## src/cpuex_regs.svh

```systemverilog
`ifndef CPUEX_REGS_SVH
`define CPUEX_REGS_SVH

// Status flag bit positions
`define CPUEX_FLAG_C 0
`define CPUEX_FLAG_Z 1
`define CPUEX_FLAG_N 2
`define CPUEX_FLAG_V 3
`define CPUEX_FLAG_S 4
`define CPUEX_FLAG_H 5

// Flag update masks
`define CPUEX_MASK_NONE  6'h00
`define CPUEX_MASK_ARITH 6'h2f
`define CPUEX_MASK_LOGIC 6'h0e
`define CPUEX_MASK_COMPL 6'h0f
`define CPUEX_MASK_WORD  6'h1f
`define CPUEX_MASK_MUL   6'h03

// Register port offsets
`define CPUEX_ADDR_STATUS 2'h0
`define CPUEX_ADDR_CYCLES 2'h1

// Reset values
`define CPUEX_STATUS_RESET 6'h00
`define CPUEX_CYCLES_RESET 2'h0

// Execution cycle counts
`define CPUEX_CYCLES_ONE   2'h1
`define CPUEX_CYCLES_TWO   2'h2
`define CPUEX_CYCLES_THREE 2'h3

// Constants of the datapath
`define CPUEX_ALL_ONES     8'hff
`define CPUEX_ZERO         8'h00
`define CPUEX_PRODUCT_LOW  5'h00
`define CPUEX_PC_STEP      16'h0001

`endif

```

## src/cpuex_pkg.sv

```systemverilog
package cpuex_pkg;

  typedef enum logic [4:0] {
    op_add                      = 5'h00,
    op_add_carry                = 5'h01,
    op_sub                      = 5'h02,
    op_sub_borrow_regs          = 5'h03,
    op_subtract_immediate       = 5'h04,
    op_sub_borrow_immediate     = 5'h05,
    op_and                      = 5'h06,
    op_and_immediate            = 5'h07,
    op_or                       = 5'h08,
    op_or_immediate             = 5'h09,
    op_xor_regs                 = 5'h0a,
    op_set_bits_mask            = 5'h0b,
    op_clear_bits_mask          = 5'h0c,
    op_bitwise_invert           = 5'h0d,
    op_twos_complement          = 5'h0e,
    op_plus_one                 = 5'h0f,
    op_minus_one                = 5'h10,
    op_zero_sign_test           = 5'h11,
    op_zero_register            = 5'h12,
    op_all_ones_load            = 5'h13,
    op_word_add_immediate       = 5'h14,
    op_word_subtract_immediate  = 5'h15,
    op_unsigned_product         = 5'h16,
    op_signed_product           = 5'h17,
    op_mixed_sign_product       = 5'h18,
    op_fractional_unsigned_product = 5'h19,
    op_fractional_signed_product   = 5'h1a,
    op_fractional_mixed_product    = 5'h1b,
    op_relative_jump            = 5'h1c,
    op_indirect_jump            = 5'h1d,
    op_relative_call            = 5'h1e,
    op_indirect_call            = 5'h1f
  } cpuex_op_t;

  typedef enum logic [2:0] {
    st_idle   = 3'b001,
    st_second = 3'b010,
    st_third  = 3'b100
  } cpuex_state_t;

endpackage : cpuex_pkg

```

## src/cpuex_alu8.sv

```systemverilog
`timescale 1ns/1ps
`include "cpuex_regs.svh"

module cpuex_alu8 (
  // Operation and operands
  input  wire cpuex_pkg::cpuex_op_t op_code,
  input  wire logic [7:0]           dest_value,
  input  wire logic [7:0]           second_source_reg,
  input  wire logic [7:0]           immediate,
  input  wire logic                 carry_in,
  // Result
  output logic      [7:0]           result,
  output logic      [5:0]           flags,
  output logic      [5:0]           flag_mask
);
  import cpuex_pkg::*;

  logic [7:0] a;
  logic [7:0] b;
  logic       cin;
  logic       is_sub;
  logic       is_arith;
  logic       force_carry;
  logic [2:0] hcv;

  function automatic logic [2:0] add_hcv(input logic [7:0] x,
                                         input logic [7:0] y,
                                         input logic [7:0] r);
    add_hcv = {(x[3] & y[3]) | (y[3] & ~r[3]) | (~r[3] & x[3]),
               (x[7] & y[7]) | (y[7] & ~r[7]) | (~r[7] & x[7]),
               (x[7] & y[7] & ~r[7]) | (~x[7] & ~y[7] & r[7])};
  endfunction : add_hcv

  function automatic logic [2:0] sub_hcv(input logic [7:0] x,
                                         input logic [7:0] y,
                                         input logic [7:0] r);
    sub_hcv = {(~x[3] & y[3]) | (y[3] & r[3]) | (r[3] & ~x[3]),
               (~x[7] & y[7]) | (y[7] & r[7]) | (r[7] & ~x[7]),
               (x[7] & ~y[7] & ~r[7]) | (~x[7] & y[7] & r[7])};
  endfunction : sub_hcv

  always_comb begin
    a           = dest_value;
    b           = second_source_reg;
    cin         = 1'b0;
    is_sub      = 1'b0;
    is_arith    = 1'b1;
    force_carry = 1'b0;
    result      = `CPUEX_ZERO;
    flag_mask   = `CPUEX_MASK_ARITH;
    case (op_code)
      op_add: ;
      op_add_carry: cin = carry_in;
      op_sub: is_sub = 1'b1;
      op_sub_borrow_regs: begin
        is_sub = 1'b1;
        cin    = carry_in;
      end
      op_subtract_immediate: begin
        is_sub = 1'b1;
        b      = immediate;
      end
      op_sub_borrow_immediate: begin
        is_sub = 1'b1;
        b      = immediate;
        cin    = carry_in;
      end
      op_twos_complement: begin
        is_sub = 1'b1;
        a      = `CPUEX_ZERO;
        b      = dest_value;
      end
      op_plus_one: begin
        b         = 8'h01;
        flag_mask = `CPUEX_MASK_LOGIC;
      end
      op_minus_one: begin
        is_sub    = 1'b1;
        b         = 8'h01;
        flag_mask = `CPUEX_MASK_LOGIC;
      end
      default: begin
        is_arith  = 1'b0;
        flag_mask = `CPUEX_MASK_LOGIC;
        case (op_code)
          op_and:             result = a & b;
          op_and_immediate:   result = a & immediate;
          op_or:              result = a | b;
          op_or_immediate:    result = a | immediate;
          op_xor_regs:        result = a ^ b;
          op_set_bits_mask:   result = a | immediate;
          op_clear_bits_mask: result = a & (`CPUEX_ALL_ONES - immediate);
          op_zero_sign_test:  result = a & a;
          op_zero_register:   result = a ^ a;
          op_bitwise_invert: begin
            result      = `CPUEX_ALL_ONES - a;
            flag_mask   = `CPUEX_MASK_COMPL;
            force_carry = 1'b1;
          end
          op_all_ones_load: begin
            result    = `CPUEX_ALL_ONES;
            flag_mask = `CPUEX_MASK_NONE;
          end
          default:            result = `CPUEX_ZERO;
        endcase
      end
    endcase
    if (is_arith) begin
      result = is_sub ? a - b - {7'h00, cin} : a + b + {7'h00, cin};
    end
    hcv = is_sub ? sub_hcv(a, b, result) : add_hcv(a, b, result);
    flags[`CPUEX_FLAG_C] = force_carry | (is_arith & hcv[1]);
    flags[`CPUEX_FLAG_Z] = (result == `CPUEX_ZERO);
    flags[`CPUEX_FLAG_N] = result[7];
    flags[`CPUEX_FLAG_V] = is_arith & hcv[0];
    flags[`CPUEX_FLAG_S] = result[7] ^ (is_arith & hcv[0]);
    flags[`CPUEX_FLAG_H] = is_arith & hcv[2];
  end

endmodule : cpuex_alu8

```

## src/cpuex_core.sv

```systemverilog
`timescale 1ns/1ps
`include "cpuex_regs.svh"

module cpuex_core (
  // Clock and reset
  input  wire logic                 clock,
  input  wire logic                 reset,
  input  wire logic                 clock_enable,
  // Operation from the decoder
  input  wire logic                 op_valid,
  input  wire cpuex_pkg::cpuex_op_t op_code,
  input  wire logic [4:0]           dest_index,
  input  wire logic [7:0]           dest_value,
  input  wire logic [7:0]           second_source_reg,
  input  wire logic [7:0]           immediate,
  input  wire logic [15:0]          pair_value,
  input  wire logic [15:0]          z_pointer,
  input  wire logic [15:0]          program_counter,
  input  wire logic [11:0]          jump_offset,
  output logic                      op_ready,
  // Register file write back
  output logic                      result_write,
  output logic      [4:0]           result_index,
  output logic      [7:0]           result_value,
  output logic                      pair_write,
  output logic      [4:0]           pair_index,
  output logic      [15:0]          pair_result,
  // Program flow
  output logic                      pc_load,
  output logic      [15:0]          pc_target,
  output logic                      stack_push,
  output logic      [15:0]          stack_data,
  // Completion
  output logic                      op_done,
  output logic      [1:0]           op_cycles,
  output logic      [5:0]           status,
  // Register port
  input  wire logic [1:0]           reg_address,
  input  wire logic [7:0]           reg_write_data,
  input  wire logic                 reg_write_strobe,
  input  wire logic                 reg_read_strobe,
  output logic      [7:0]           reg_read_data
);
  import cpuex_pkg::*;

  cpuex_state_t state;
  cpuex_state_t next_state;
  logic         pend_pair;
  logic         pend_pc;
  logic         pend_call;
  logic [5:0]   pend_flags;
  logic [5:0]   pend_mask;
  logic         next_op_ready;
  logic         next_result_write;
  logic [4:0]   next_result_index;
  logic [7:0]   next_result_value;
  logic         next_pair_write;
  logic [4:0]   next_pair_index;
  logic [15:0]  next_pair_result;
  logic         next_pc_load;
  logic [15:0]  next_pc_target;
  logic         next_stack_push;
  logic [15:0]  next_stack_data;
  logic         next_op_done;
  logic [1:0]   next_op_cycles;
  logic [5:0]   next_status;
  logic [7:0]   next_reg_read_data;
  logic         next_pend_pair;
  logic         next_pend_pc;
  logic         next_pend_call;
  logic [5:0]   next_pend_flags;
  logic [5:0]   next_pend_mask;

  logic [7:0]   alu_result;
  logic [5:0]   alu_flags;
  logic [5:0]   alu_mask;
  logic [15:0]  mul_product;
  logic         mul_carry;
  logic         mul_zero;
  logic         word_sub;
  logic [15:0]  word_sum;
  logic [5:0]   word_flags;
  logic [15:0]  rel_target;

  // Only flags selected by the mask change
  function automatic logic [5:0] merge_flags(input logic [5:0] old,
                                             input logic [5:0] fresh,
                                             input logic [5:0] mask);
    merge_flags = (old & ~mask) | (fresh & mask);
  endfunction : merge_flags

  function automatic logic [1:0] cycles_of(input cpuex_op_t op);
    if (op == op_relative_call || op == op_indirect_call) begin
      cycles_of = `CPUEX_CYCLES_THREE;
    end else if (op >= op_word_add_immediate) begin
      cycles_of = `CPUEX_CYCLES_TWO;
    end else begin
      cycles_of = `CPUEX_CYCLES_ONE;
    end
  endfunction : cycles_of

  cpuex_alu8 u_alu8 (
    .op_code           (op_code),
    .dest_value        (dest_value),
    .second_source_reg (second_source_reg),
    .immediate         (immediate),
    .carry_in          (status[`CPUEX_FLAG_C]),
    .result            (alu_result),
    .flags             (alu_flags),
    .flag_mask         (alu_mask)
  );

  cpuex_mul u_mul (
    .multiplicand        (dest_value),
    .multiplier          (second_source_reg),
    .multiplicand_signed (!(op_code inside {op_unsigned_product,
                          op_fractional_unsigned_product})),
    .multiplier_signed   (op_code == op_signed_product ||
                          op_code == op_fractional_signed_product),
    .fractional          (op_code >= op_fractional_unsigned_product),
    .product             (mul_product),
    .carry               (mul_carry),
    .zero                (mul_zero)
  );

  // Word arithmetic on a pair; the constant is six bits wide
  always_comb begin
    word_sub = (op_code == op_word_subtract_immediate);
    word_sum = word_sub ? pair_value - {10'h000, immediate[5:0]}
                        : pair_value + {10'h000, immediate[5:0]};
    word_flags[`CPUEX_FLAG_N] = word_sum[15];
    word_flags[`CPUEX_FLAG_Z] = (word_sum == 16'h0000);
    word_flags[`CPUEX_FLAG_V] = word_sub ? pair_value[15] & ~word_sum[15]
                                         : ~pair_value[15] & word_sum[15];
    word_flags[`CPUEX_FLAG_C] = word_sub ? ~pair_value[15] & word_sum[15]
                                         : pair_value[15] & ~word_sum[15];
    word_flags[`CPUEX_FLAG_S] = word_sum[15] ^
                                word_flags[`CPUEX_FLAG_V];
    word_flags[`CPUEX_FLAG_H] = 1'b0;
    rel_target = program_counter + {{4{jump_offset[11]}}, jump_offset}
                 + `CPUEX_PC_STEP;
  end

  always_comb begin
    next_state         = state;
    next_result_write  = 1'b0;
    next_result_index  = result_index;
    next_result_value  = result_value;
    next_pair_write    = 1'b0;
    next_pair_index    = pair_index;
    next_pair_result   = pair_result;
    next_pc_load       = 1'b0;
    next_pc_target     = pc_target;
    next_stack_push    = 1'b0;
    next_stack_data    = stack_data;
    next_op_done       = 1'b0;
    next_op_cycles     = op_cycles;
    next_pend_pair     = pend_pair;
    next_pend_pc       = pend_pc;
    next_pend_call     = pend_call;
    next_pend_flags    = pend_flags;
    next_pend_mask     = pend_mask;
    next_status        = status;
    // A software write loses to a flag update in the same cycle
    if (reg_write_strobe && reg_address == `CPUEX_ADDR_STATUS) begin
      next_status = reg_write_data[5:0];
    end
    case (state)
      st_idle: begin
        if (op_valid) begin
          next_op_cycles = cycles_of(op_code);
          next_pend_pair = 1'b0;
          next_pend_pc   = 1'b0;
          next_pend_call = 1'b0;
          if (op_code < op_word_add_immediate) begin
            next_result_write = 1'b1;
            next_result_index = dest_index;
            next_result_value = alu_result;
            next_status = merge_flags(status, alu_flags,
                                      alu_mask);
            next_op_done      = 1'b1;
          end else if (op_code <= op_word_subtract_immediate) begin
            next_pair_index = dest_index;
            next_pair_result = word_sum;
            next_pend_pair  = 1'b1;
            next_pend_flags = word_flags;
            next_pend_mask  = `CPUEX_MASK_WORD;
            next_state      = st_second;
          end else if (op_code <= op_fractional_mixed_product) begin
            next_pair_index  = `CPUEX_PRODUCT_LOW;
            next_pair_result = mul_product;
            next_pend_pair   = 1'b1;
            next_pend_flags  = {4'h0, mul_zero, mul_carry};
            next_pend_mask   = `CPUEX_MASK_MUL;
            next_state       = st_second;
          end else begin
            next_pc_target = (op_code == op_indirect_jump ||
                              op_code == op_indirect_call)
                             ? z_pointer : rel_target;
            next_stack_data = program_counter + `CPUEX_PC_STEP;
            next_pend_pc    = 1'b1;
            next_pend_call  = (op_code == op_relative_call ||
                               op_code == op_indirect_call);
            next_pend_mask  = `CPUEX_MASK_NONE;
            next_state      = st_second;
          end
        end
      end
      st_second: begin
        if (pend_call) begin
          // Return address goes out one cycle ahead of the new target
          next_stack_push = 1'b1;
          next_state      = st_third;
        end else begin
          next_pair_write = pend_pair;
          next_pc_load    = pend_pc;
          next_status = merge_flags(status, pend_flags, pend_mask);
          next_op_done    = 1'b1;
          next_state      = st_idle;
        end
      end
      st_third: begin
        next_pc_load = 1'b1;
        next_op_done = 1'b1;
        next_state   = st_idle;
      end
      default: next_state = st_idle;
    endcase
    next_op_ready = (next_state == st_idle);
    next_reg_read_data = `CPUEX_ZERO;
    if (reg_read_strobe) begin
      if (reg_address == `CPUEX_ADDR_STATUS) begin
        next_reg_read_data = {2'b00, status};
      end else if (reg_address == `CPUEX_ADDR_CYCLES) begin
        next_reg_read_data = {6'h00, op_cycles};
      end else begin
        next_reg_read_data = `CPUEX_ZERO;
      end
    end
  end

  always_ff @(posedge clock or posedge reset) begin
    if (reset) begin
      state         <= st_idle;
      op_ready      <= 1'b1;
      result_write  <= 1'b0;
      result_index  <= 5'h00;
      result_value  <= `CPUEX_ZERO;
      pair_write    <= 1'b0;
      pair_index    <= 5'h00;
      pair_result   <= 16'h0000;
      pc_load       <= 1'b0;
      pc_target     <= 16'h0000;
      stack_push    <= 1'b0;
      stack_data    <= 16'h0000;
      op_done       <= 1'b0;
      op_cycles     <= `CPUEX_CYCLES_RESET;
      status        <= `CPUEX_STATUS_RESET;
      reg_read_data <= `CPUEX_ZERO;
      pend_pair     <= 1'b0;
      pend_pc       <= 1'b0;
      pend_call     <= 1'b0;
      pend_flags    <= 6'h00;
      pend_mask     <= `CPUEX_MASK_NONE;
    end else if (clock_enable) begin
      state         <= next_state;
      op_ready      <= next_op_ready;
      result_write  <= next_result_write;
      result_index  <= next_result_index;
      result_value  <= next_result_value;
      pair_write    <= next_pair_write;
      pair_index    <= next_pair_index;
      pair_result   <= next_pair_result;
      pc_load       <= next_pc_load;
      pc_target     <= next_pc_target;
      stack_push    <= next_stack_push;
      stack_data    <= next_stack_data;
      op_done       <= next_op_done;
      op_cycles     <= next_op_cycles;
      status        <= next_status;
      reg_read_data <= next_reg_read_data;
      pend_pair     <= next_pend_pair;
      pend_pc       <= next_pend_pc;
      pend_call     <= next_pend_call;
      pend_flags    <= next_pend_flags;
      pend_mask     <= next_pend_mask;
    end
  end

endmodule : cpuex_core

```

## src/cpuex_mul.sv

```systemverilog
`timescale 1ns/1ps
`include "cpuex_regs.svh"

module cpuex_mul (
  // Operands
  input  wire logic [7:0]  multiplicand,
  input  wire logic [7:0]  multiplier,
  input  wire logic        multiplicand_signed,
  input  wire logic        multiplier_signed,
  input  wire logic        fractional,
  // Result
  output logic      [15:0] product,
  output logic             carry,
  output logic             zero
);
  logic signed [8:0]  ext_a;
  logic signed [8:0]  ext_b;
  logic signed [17:0] full;
  logic        [15:0] raw;

  always_comb begin
    // Sign extension to nine bits covers all three operand mixes
    ext_a   = $signed({multiplicand_signed & multiplicand[7], multiplicand});
    ext_b   = $signed({multiplier_signed & multiplier[7], multiplier});
    full    = ext_a * ext_b;
    raw     = full[15:0];
    // Carry is the top product bit before the fractional shift
    carry   = raw[15];
    product = fractional ? {raw[14:0], 1'b0} : raw;
    zero    = (product == 16'h0000);
  end

endmodule : cpuex_mul

```

## config.mk

```make
export PLATFORM = sky130hd
export DESIGN_NAME = cpuex_core
export DESIGN_NICKNAME = d
export VERILOG_FILES = /design/src/cpuex_pkg.sv /design/src/cpuex_alu8.sv /design/src/cpuex_core.sv /design/src/cpuex_mul.sv
export VERILOG_INCLUDE_DIRS = /design/src
export SDC_FILE = /design/constraint.sdc
export NUM_CORES = 1
export LEC_CHECK = 0
export ABC_AREA = 1
export BUFFER_PORTS_ARGS = -buffer_cell sky130_fd_sc_hd__buf_2
export CAP_MARGIN = 20
export CELL_PAD_IN_SITES_DETAIL_PLACEMENT = 0
export CELL_PAD_IN_SITES_GLOBAL_PLACEMENT = 2
export CORE_UTILIZATION = 32
export CTS_BUF_LIST = sky130_fd_sc_hd__clkbuf_8 sky130_fd_sc_hd__clkbuf_16
export CTS_CLUSTER_DIAMETER = 80
export DETAILED_ROUTE_END_ITERATION = 7
export MAX_ROUTING_LAYER = met4
export PLACE_DENSITY = 0.92
export SYNTH_ARGS = -nofsm -noshare
export SYNTH_HDL_FRONTEND = slang
export SYNTH_SLANG_ARGS = --single-unit
export TNS_END_PERCENT = 20
```

## constraint.sdc

```tcl
create_clock -name clock -period 4 [get_ports clock]
set_input_delay 0.4 -clock clock [delete_from_list [all_inputs] [get_ports clock]]
set_output_delay 0.4 -clock clock [all_outputs]
set_load 0.1 [all_outputs]
```

### Word level (Yosys, flattened, before mapping)

Cells that the tools add are included.
W data, S select, Z words.

* add/subtract/negate cells: 11
* multiply operators: 1
* $lt $le $gt $ge: 5
* equal/unequal tests: 32
* multiplexer cells: 61
* bitwise operators: 64
* reductions and logical operators: 24

Operators by type and width (number)
* $mux W16: 5
* $pmux W8 S10: 1
* $eq A5 B5 Y1 const B: 12
* $mux W6: 8
* $eq A5 B4 Y1 const B: 8
* $add A16 B1 Y16 const B: 2
* $and A8 B8 Y8: 4
* $logic_not A16 Y1: 2
* $mux W8: 4
* $and A1 B1 Y1: 25
* $mux W1: 25
* $and A6 B6 Y6: 4
* $pmux W6 S2: 2
* $pmux W8 S3: 1
* $eq A5 B3 Y1 const B: 4
* $add A16 B16 Y16: 1
* $add A16 B6 Y16: 1
* $mul A9 B9 Y16: 1
* $or A8 B8 Y8: 2
* $sub A16 B6 Y16: 1
* $sub A8 B8 Y8 const A: 2
* $xor A8 B8 Y8: 2
* $mux W5: 3
* $mux W3: 4
* other kinds (39): 74

* register bits after elaboration: 106

### Depth between registers and ports, before layout

Gate-level depths: netlist of run 1.

* depth in word-level cells: 19
* depth in mapped cells: 34
* depth with buffers taken out: 33

### By module

From an unflattened synthesis of run 1, not the netlist that was laid out.

* cells, all modules: 1850
* area total of the unflattened synthesis: 12375.6 um^2

By module, submodules not included
* cpuex_core: times used 1, cells an instance 944, area an instance 6781.5 um^2, seq. area each 2479.9 um^2
* cpuex_mul: times used 1, cells an instance 496, area an instance 3387.0 um^2, seq. area each 0.0 um^2
* cpuex_alu8: times used 1, cells an instance 410, area an instance 2207.1 um^2, seq. area each 0.0 um^2

### Worst setup path before layout of run 1

Ideal clock, no wire load.

* path kind: input to register
* start point: input op_code[4]
* end point: register pend_flags[1]
* library setup time: 0.077 ns
* arrival time: 5.282 ns
* data required time: 3.923 ns
* slack: -1.359 ns
* stages on the path: 27
* path through: buf_4 inv_2 nor2_1 nand2_1 nand3_2 nor2_1 inv_1 fa_1 fa_1 inv_1 fa_1 fa_1 inv_1 fa_1 inv_1 ha_1 nand2_1 nand3_1 xor2_1 nand2_1 o21ai_0 nand2_1 nor3_1 nand4_1 nor2_1 nor2_1 a21oi_1

* word-level cells in the longest chain between the ends: 9

Ends and longest elaborated chain
* start: declaration: RTL line cpuex_core.sv:11 `input wire cpuex_pkg::cpuex_op_t op_code,`
* $eq A5 B5 Y1: RTL line cpuex_core.sv:116 `.multiplicand_signed (!(op_code inside {op_unsigned_product,`
* $reduce_bool A2 Y1: RTL line cpuex_core.sv:116
* $logic_not A1 Y1: RTL line cpuex_core.sv:116
* $and A1 B1 Y1: RTL line cpuex_mul.sv:23 `ext_a = $signed({multiplicand_signed & multiplicand[7], multiplicand});`
* $mul A9 B9 Y16: RTL line cpuex_mul.sv:25 `full = ext_a * ext_b;`
* $mux W16: RTL line cpuex_mul.sv:29 `product = fractional ? {raw[14:0], 1'b0} : raw;`
* $logic_not A16 Y1: RTL line cpuex_mul.sv:30 `zero = (product == 16'h0000);`
* $mux W6: RTL line cpuex_core.sv:189 `end else if (op_code <= op_fractional_mixed_product) begin`
* $mux W6: RTL line cpuex_core.sv:182 `end else if (op_code <= op_word_subtract_immediate) begin`
* end signal: assignment: RTL line cpuex_core.sv:285 `pend_flags <= next_pend_flags;`
* end: declaration: RTL line cpuex_core.sv:51 `logic [5:0] pend_flags;`

Parallel ways exist; a longest one is shown, timed or not. The select of a mux whose other input is x is not followed.
A chain may end at the register's enable or synchronous reset.

### Final worst setup path of run 1

* start point: input op_code[3]
* end point: register pend_flags[1]

Same word-level chain as after synthesis.

==> flow_metrics.env, run 1 <==
export IMPL_status="finished, violations left"
export IMPL_violations="design-rule violations, negative setup slack"
export IMPL_setup_viol=11
export IMPL_initial_utilization_pct=32.8
export IMPL_worstSetupPathType="input port to flip-flop"
export IMPL_drc=3
export IMPL_drt_wirelength_per_cell_um=16.2
export IMPL_io_pins=198
export IMPL_postSynthCellCount=1728
export IMPL_r2r_start="status[0]$_DFFE_PP0P_"
export IMPL_final_cell_mix="nand2_1 (467), inv_1 (293), buf_2 (188)"
export IMPL_root_buffer="clkbuf_16"
export IMPL_finalHoldViolations=0
export IMPL_peakVddDrop_uv=321
export IMPL_clk_pin_slew_ns=0.08
export IMPL_startpoint="op_code[3]"
export IMPL_cp_end_kind="flip-flop"
export IMPL_wl_um=40500
export IMPL_vias=11900
export IMPL_worst_slack_ns=-0.889
export IMPL_synth_flop_cell="dfrtp_1"
export IMPL_drv_cap=0
export IMPL_dr_pass1_iters=7
export IMPL_grt_usage_pct=22.6
export IMPL_cpPeakStageDelay_ns=0.54
export IMPL_worst_setup_path_start_kind="input port"
export IMPL_hpwl_um=33600
export IMPL_crit_required_ns=4.29
export IMPL_path_buf_inv=6
export IMPL_cp_max_fo=5
export IMPL_fill_cells=3897
export IMPL_grt_antenna_before_repair=5
export IMPL_cts_tree="done"
export IMPL_finClkSkew_ns=0.0149
export IMPL_synth_seq_cells=99
export IMPL_stdcell_count=2504
export IMPL_yosysUniqueCellTypes=48
export IMPL_p_leak_nw=8.27
export IMPL_r2r_end="status[1]$_DFFE_PP0P_"
export IMPL_powerDensity_mw_per_mm2=562
export IMPL_ff2ff_path_depth=19
export IMPL_grt_pass1_vias=12100
export IMPL_cp_top_family="adder cells"
export IMPL_die_width_um=193
export IMPL_ys_seq_area_share_pct=21.2
export IMPL_core_area_mm2=0.0357
export IMPL_die_area_mm2=0.0374
export IMPL_slew_viol_final=0
export IMPL_grt_overflow=0
export IMPL_postRouteAntennaNets=0
export IMPL_crit_arrival_ns=5.18
export IMPL_rsz0062_at_grt="true"
export IMPL_tns_ns=-7.26
export IMPL_rows=69
export IMPL_dpl_cell_count=2479
export IMPL_fin_nets=2307
export IMPL_grt_pass1_wl_um=65400
export IMPL_drtIter0Drc=694
export IMPL_place_gp_congestion=0.939
export IMPL_crit_cells=28
export IMPL_cpMostUsedCell="fa_1"
export IMPL_cts_buffer_depth=2
export IMPL_cts_buffers=9
export IMPL_timing_slew_headroom_pct=45.1
export IMPL_cts_sinks=99
export IMPL_netlist_area_mm2=0.0117
export IMPL_r2r_setup_slack_ns=0.81
export IMPL_drive_above_1_share_pct=21.4
export IMPL_syn_to_final_growth_pct=25.6
export IMPL_portBuffers=193
export IMPL_synthArstFlopShare_pct=100
export IMPL_endpoint="pend_flags[1]$_DFFE_PP0P_"
export IMPL_grt_max_degree=62
export IMPL_yosysWarnings=0
export IMPL_vias_per_cell=4.77
export IMPL_layout_core_utilization_pct=41.1
export IMPL_h_tree_depth=3
export IMPL_syn_area_per_cell_um2=6.77
export IMPL_clk_latency_ns=0.37
export IMPL_fmax_mhz=205
export IMPL_crit_slowest_cell="fa_1"
export IMPL_fin_crit_sh_pct=122
export IMPL_worst_pin_slew_ns=0.823
export IMPL_synth_edf_count=0
export IMPL_final_common_cell="nand2_1"
export IMPL_layout_min_cycle_time_ns=4.89
export IMPL_hold_path_class="input port to asynchronous set/reset pin"
export IMPL_hold_buffers=0
export IMPL_die_h_um=193
-- kinds of logic (layout without fill, tap and decap cells) --
logic type,after synthesis,after routing,share of synthesized area (%)
adder cells (fa/ha/maj),164,164,22.0
buffers and inverters,362,671,12.1
XOR/XNOR,46,46,3.44
other,1,7,0.0320
AO/OA/AOI/OAI,271,271,13.3
AND/OR/NAND/NOR,783,783,27.8
flip-flops,99,99,21.2
multiplexers,2,2,0.171
-- flip-flops by register name, indices dropped and copies added, names as in the netlist, 2 cells and up --
register,count
pend_mask,2
pend_flags,5
op_cycles,2
pair_index,5
pc_target,16
result_value,8
result_index,5
state,3
pair_result,16
status,6
reg_read_data,6
stack_data,16
-- what timing repair did --
item                                    in CTS  in global routing
buffers inserted                             1                  3
endpoints found under the setup margin      11                 12
hold endpoints to repair                     0                  0
pin swaps                                    8                  4
gates resized for setup                     16                 15
-- metrics by stage --
| stage | hold WS [ns] | worst slack [ns] | power, mW | area (um2) |
|---|---|---|---|---|
| 2_1_floorplan | 0.449 | -0.883 | 5.51 | 11900 |
| 3_3_place_gp | 0.461 | -1.29 | 7.18 | 14300 |
| 3_5_place_dp | 0.461 | -1.35 | 7.21 | 14300 |
| 4_1_cts | 0.220 | -0.850 | 8.22 | 14600 |
| 5_1_grt | 0.257 | -1.20 | 8.96 | 14700 |
| 6_report | 0.176 | -0.889 | 8.27 | 14700 |
-- power by group --
part           switching (mW)  internal [mW]  leakage (nW)  total, mW
clock network           0.452          0.434         0.141      0.886
logic                    3.91           2.04          6.86       5.95
registers               0.184           1.25          1.26       1.43
-- Yosys cell counts (13+ instances only) --
cell / number / area share [%]
nor3_1: 16 / 0.68
xnor2_1: 13 / 0.97
dfrtp_1: 97 / 21
nand4_1: 19 / 1.0
ha_1: 95 / 10
clkbuf_1: 30 / 0.96
fa_1: 69 / 12
inv_1: 302 / 9.7
a21oi_1: 83 / 3.5
nand3_1: 107 / 4.6
xor2_1: 33 / 2.5
nand2_1: 475 / 15
o211ai_1: 23 / 1.5
nor2_1: 133 / 4.3
o21ai_0: 108 / 4.6
-- per-layer routing --
layer | track usage (%) | wire length, um
met1 | 29.9 | 18900
met2 | 36.5 | 19000
met3 | 3.57 | 2020
met4 | 4.74 | 526
met5 | - | 0
-- how the worst min path moves through the flow --
| stage | from | endpoint | slack (ns) | depth (start not counted) |
|---|---|---|---|---|
| after floorplan | pend_flags[4]$_DFFE_PP0P_ | pend_flags[4]$_DFFE_PP0P_ | 0.45 | 2 |
| after global placement | stack_data[11]$_DFFE_PP0P_ | stack_data[11]$_DFFE_PP0P_ | 0.46 | 2 |
| after detailed placement | pc_target[8]$_DFFE_PP0P_ | pc_target[8]$_DFFE_PP0P_ | 0.46 | 2 |
| after CTS | reset | pc_target[11]$_DFFE_PP0P_ | 0.22 | 2 |
| after global routing | reset | stack_data[13]$_DFFE_PP0P_ | 0.26 | 2 |
| final | reset | pc_target[13]$_DFFE_PP0P_ | 0.18 | 2 |
-- cell type report --
type | count | area [um2] | area share, %
diodes | 5 | 12.5 | 0.0851
clock buffers | 9 | 225 | 1.53
clock inverters | 7 | 60.1 | 0.408
inverters | 313 | 1200 | 8.14
multi-input cells | 1268 | 8030 | 54.6
flip-flops and latches | 99 | 2480 | 16.9
well taps | 461 | 577 | 3.92
repair buffers | 342 | 2120 | 14.4
(Power assumes the default switching activity.)
==> inputs of run 2 (changes only) <==
- BUFFER_PORTS_ARGS: -buffer_cell sky130_fd_sc_hd__buf_2 -> -buffer_cell sky130_fd_sc_hd__clkbuf_2
==> flow_metrics.env, run 2 (synthesis gave the netlist of run 1 again) <==
export IMPL_layout_min_cycle_time_ns=4.86
export IMPL_drc=3
export IMPL_postRouteAntennaNets=0
export IMPL_timing_slew_headroom_pct=43.0
export IMPL_fin_crit_sh_pct=122
export IMPL_dr_pass1_iters=8
export IMPL_cp_max_fo=6
export IMPL_worst_pin_slew_ns=0.855
export IMPL_crit_slowest_cell="fa_1"
export IMPL_diodes=0
export IMPL_rsz0062_at_grt="true"
export IMPL_finish_instance_area_mm2=0.0149
export IMPL_place_gp_congestion=0.921
export IMPL_die_area_mm2=0.0374
export IMPL_vias=12100
export IMPL_status="finished, violations left"
export IMPL_grt_pass1_vias=12300
export IMPL_powerDensity_mw_per_mm2=568
export IMPL_clk_latency_ns=0.37
export IMPL_hold_path_class="input port to asynchronous set/reset pin"
export IMPL_fmax_mhz=206
export IMPL_cts_buffer_depth=2
export IMPL_cpPeakStageDelay_ns=0.50
export IMPL_setup_viol=11
export IMPL_io_pins=198
export IMPL_worst_slack_ns=-0.860
export IMPL_worst_setup_path_start_kind="input port"
export IMPL_hpwl_um=33800
export IMPL_cpMostUsedCell="fa_1"
export IMPL_h_tree_depth=3
export IMPL_largestRegisters="pair_result x16, pc_target x16, stack_data x16"
export IMPL_grt_usage_pct=22.8
export IMPL_root_buffer="clkbuf_16"
export IMPL_finalHoldViolations=0
export IMPL_drt_wirelength_per_cell_um=16.1
export IMPL_r2r_start="status[0]$_DFFE_PP0P_"
export IMPL_p_leak_nw=8.34
export IMPL_drv_cap=0
export IMPL_dpl_cell_area_mm2=0.0143
export IMPL_slew_viol_final=0
export IMPL_grt_max_degree=44
export IMPL_dpl_cell_count=2487
export IMPL_final_common_cell="nand2_1"
export IMPL_crit_arrival_ns=5.14
export IMPL_die_h_um=193
export IMPL_stdcell_count=2509
export IMPL_fin_nets=2317
export IMPL_r2r_setup_slack_ns=0.80
export IMPL_core_area_mm2=0.0357
export IMPL_vias_per_cell=4.84
export IMPL_cts_buffers=9
export IMPL_portBuffers=193
export IMPL_peakVddDrop_uv=481
export IMPL_grt_pass1_wl_um=65700
export IMPL_cts_sinks=99
export IMPL_finClkSkew_ns=0.0133
export IMPL_syn_to_final_growth_pct=27.1
export IMPL_final_cell_mix="nand2_1 (462), inv_1 (291), clkbuf_2 (187)"
export IMPL_total_power_mw=8.45
export IMPL_initial_utilization_pct=32.8
export IMPL_clk_pin_slew_ns=0.07
export IMPL_finalHoldWorstSlack_ns=0.0916
export IMPL_cp_end_kind="flip-flop"
export IMPL_drtIter0Drc=558
export IMPL_drive_above_1_share_pct=22.5
export IMPL_grt_antenna_before_repair=0
export IMPL_worstSetupPathType="input port to flip-flop"
export IMPL_rows=69
export IMPL_wl_um=40400
export IMPL_startpoint="op_code[4]"
export IMPL_crit_required_ns=4.28
export IMPL_die_width_um=193
export IMPL_cts_tree="done"
export IMPL_violations="design-rule violations, negative setup slack"
export IMPL_grt_overflow=0
[run 2: stage by stage]
stage / setup WS (ns) / utilization [%] / setup TNS [ns]
floorplan: -0.883 / - / -6.91
global placement: -1.30 / 40.0 / -12.39
finish: -0.860 / 41.6 / -7.03
detailed placement: -1.41 / 40.0 / -13.25
global route: -1.19 / 41.6 / -9.94
CTS: -0.905 / 41.2 / -7.26
[run 2: where the power goes]
part	internal [mW]	leakage [nW]	switching [mW]
Clock	0.452	0.139	0.427
Sequential	1.25	1.26	0.191
Combinational	2.11	6.94	4.02
Total	3.81	8.34	4.64
[run 2: final timing paths]
path,to,cells past startpoint
setup / recovery,pend_flags[1]$_DFFE_PP0P_,27
hold / removal,pc_target[13]$_DFFE_PP0P_,2
setup reg to reg,status[1]$_DFFE_PP0P_,19
hold reg to reg,pend_pc$_DFFE_PP0P_,2
max in group asynchronous,state[0]$_DFFE_PP1P_,3
min in group clock,stack_data[0]$_DFFE_PP0P_,2
[run 2: what timing repair did]
| action | CTS | global route |
|---|---|---|
| hold buffers | 0 | 0 |
| gates resized for setup | 29 | 32 |
| setup buffers | 3 | 3 |
| hold endpoints to repair | 0 | 0 |
| pin swaps | 12 | 11 |
| endpoints found under the setup margin | 12 | 12 |
| gates cloned | 0 | 0 |
[run 2: routing by layer]
metal,GRT usage (%),part of all wire (%),vias to the layer above
met1,29.6,47,5758
met3,3.43,4.4,45
li1,-,-,6109
met5,-,0,-
met4,5.78,2.0,0
met2,36.9,47,234
[run 2: final cells by class]
class                   count  area, um2
multi-input cells        1268       8110
clock inverters             6       55.1
flip-flops and latches     99       2480
well taps                 461        577
fillers                  3834      20900
clock buffers              10        239
repair buffers            352       2220
inverters                 313       1200
[run 2: critical path, delay by kind of cell]
kind                     cells  cell delay, ns
adder cells (fa/ha/maj)      6            2.69
buffers and inverters        6            0.40
AND/OR/NAND/NOR             13            1.28
XOR/XNOR                     1            0.22
AO/OA/AOI/OAI                1            0.15
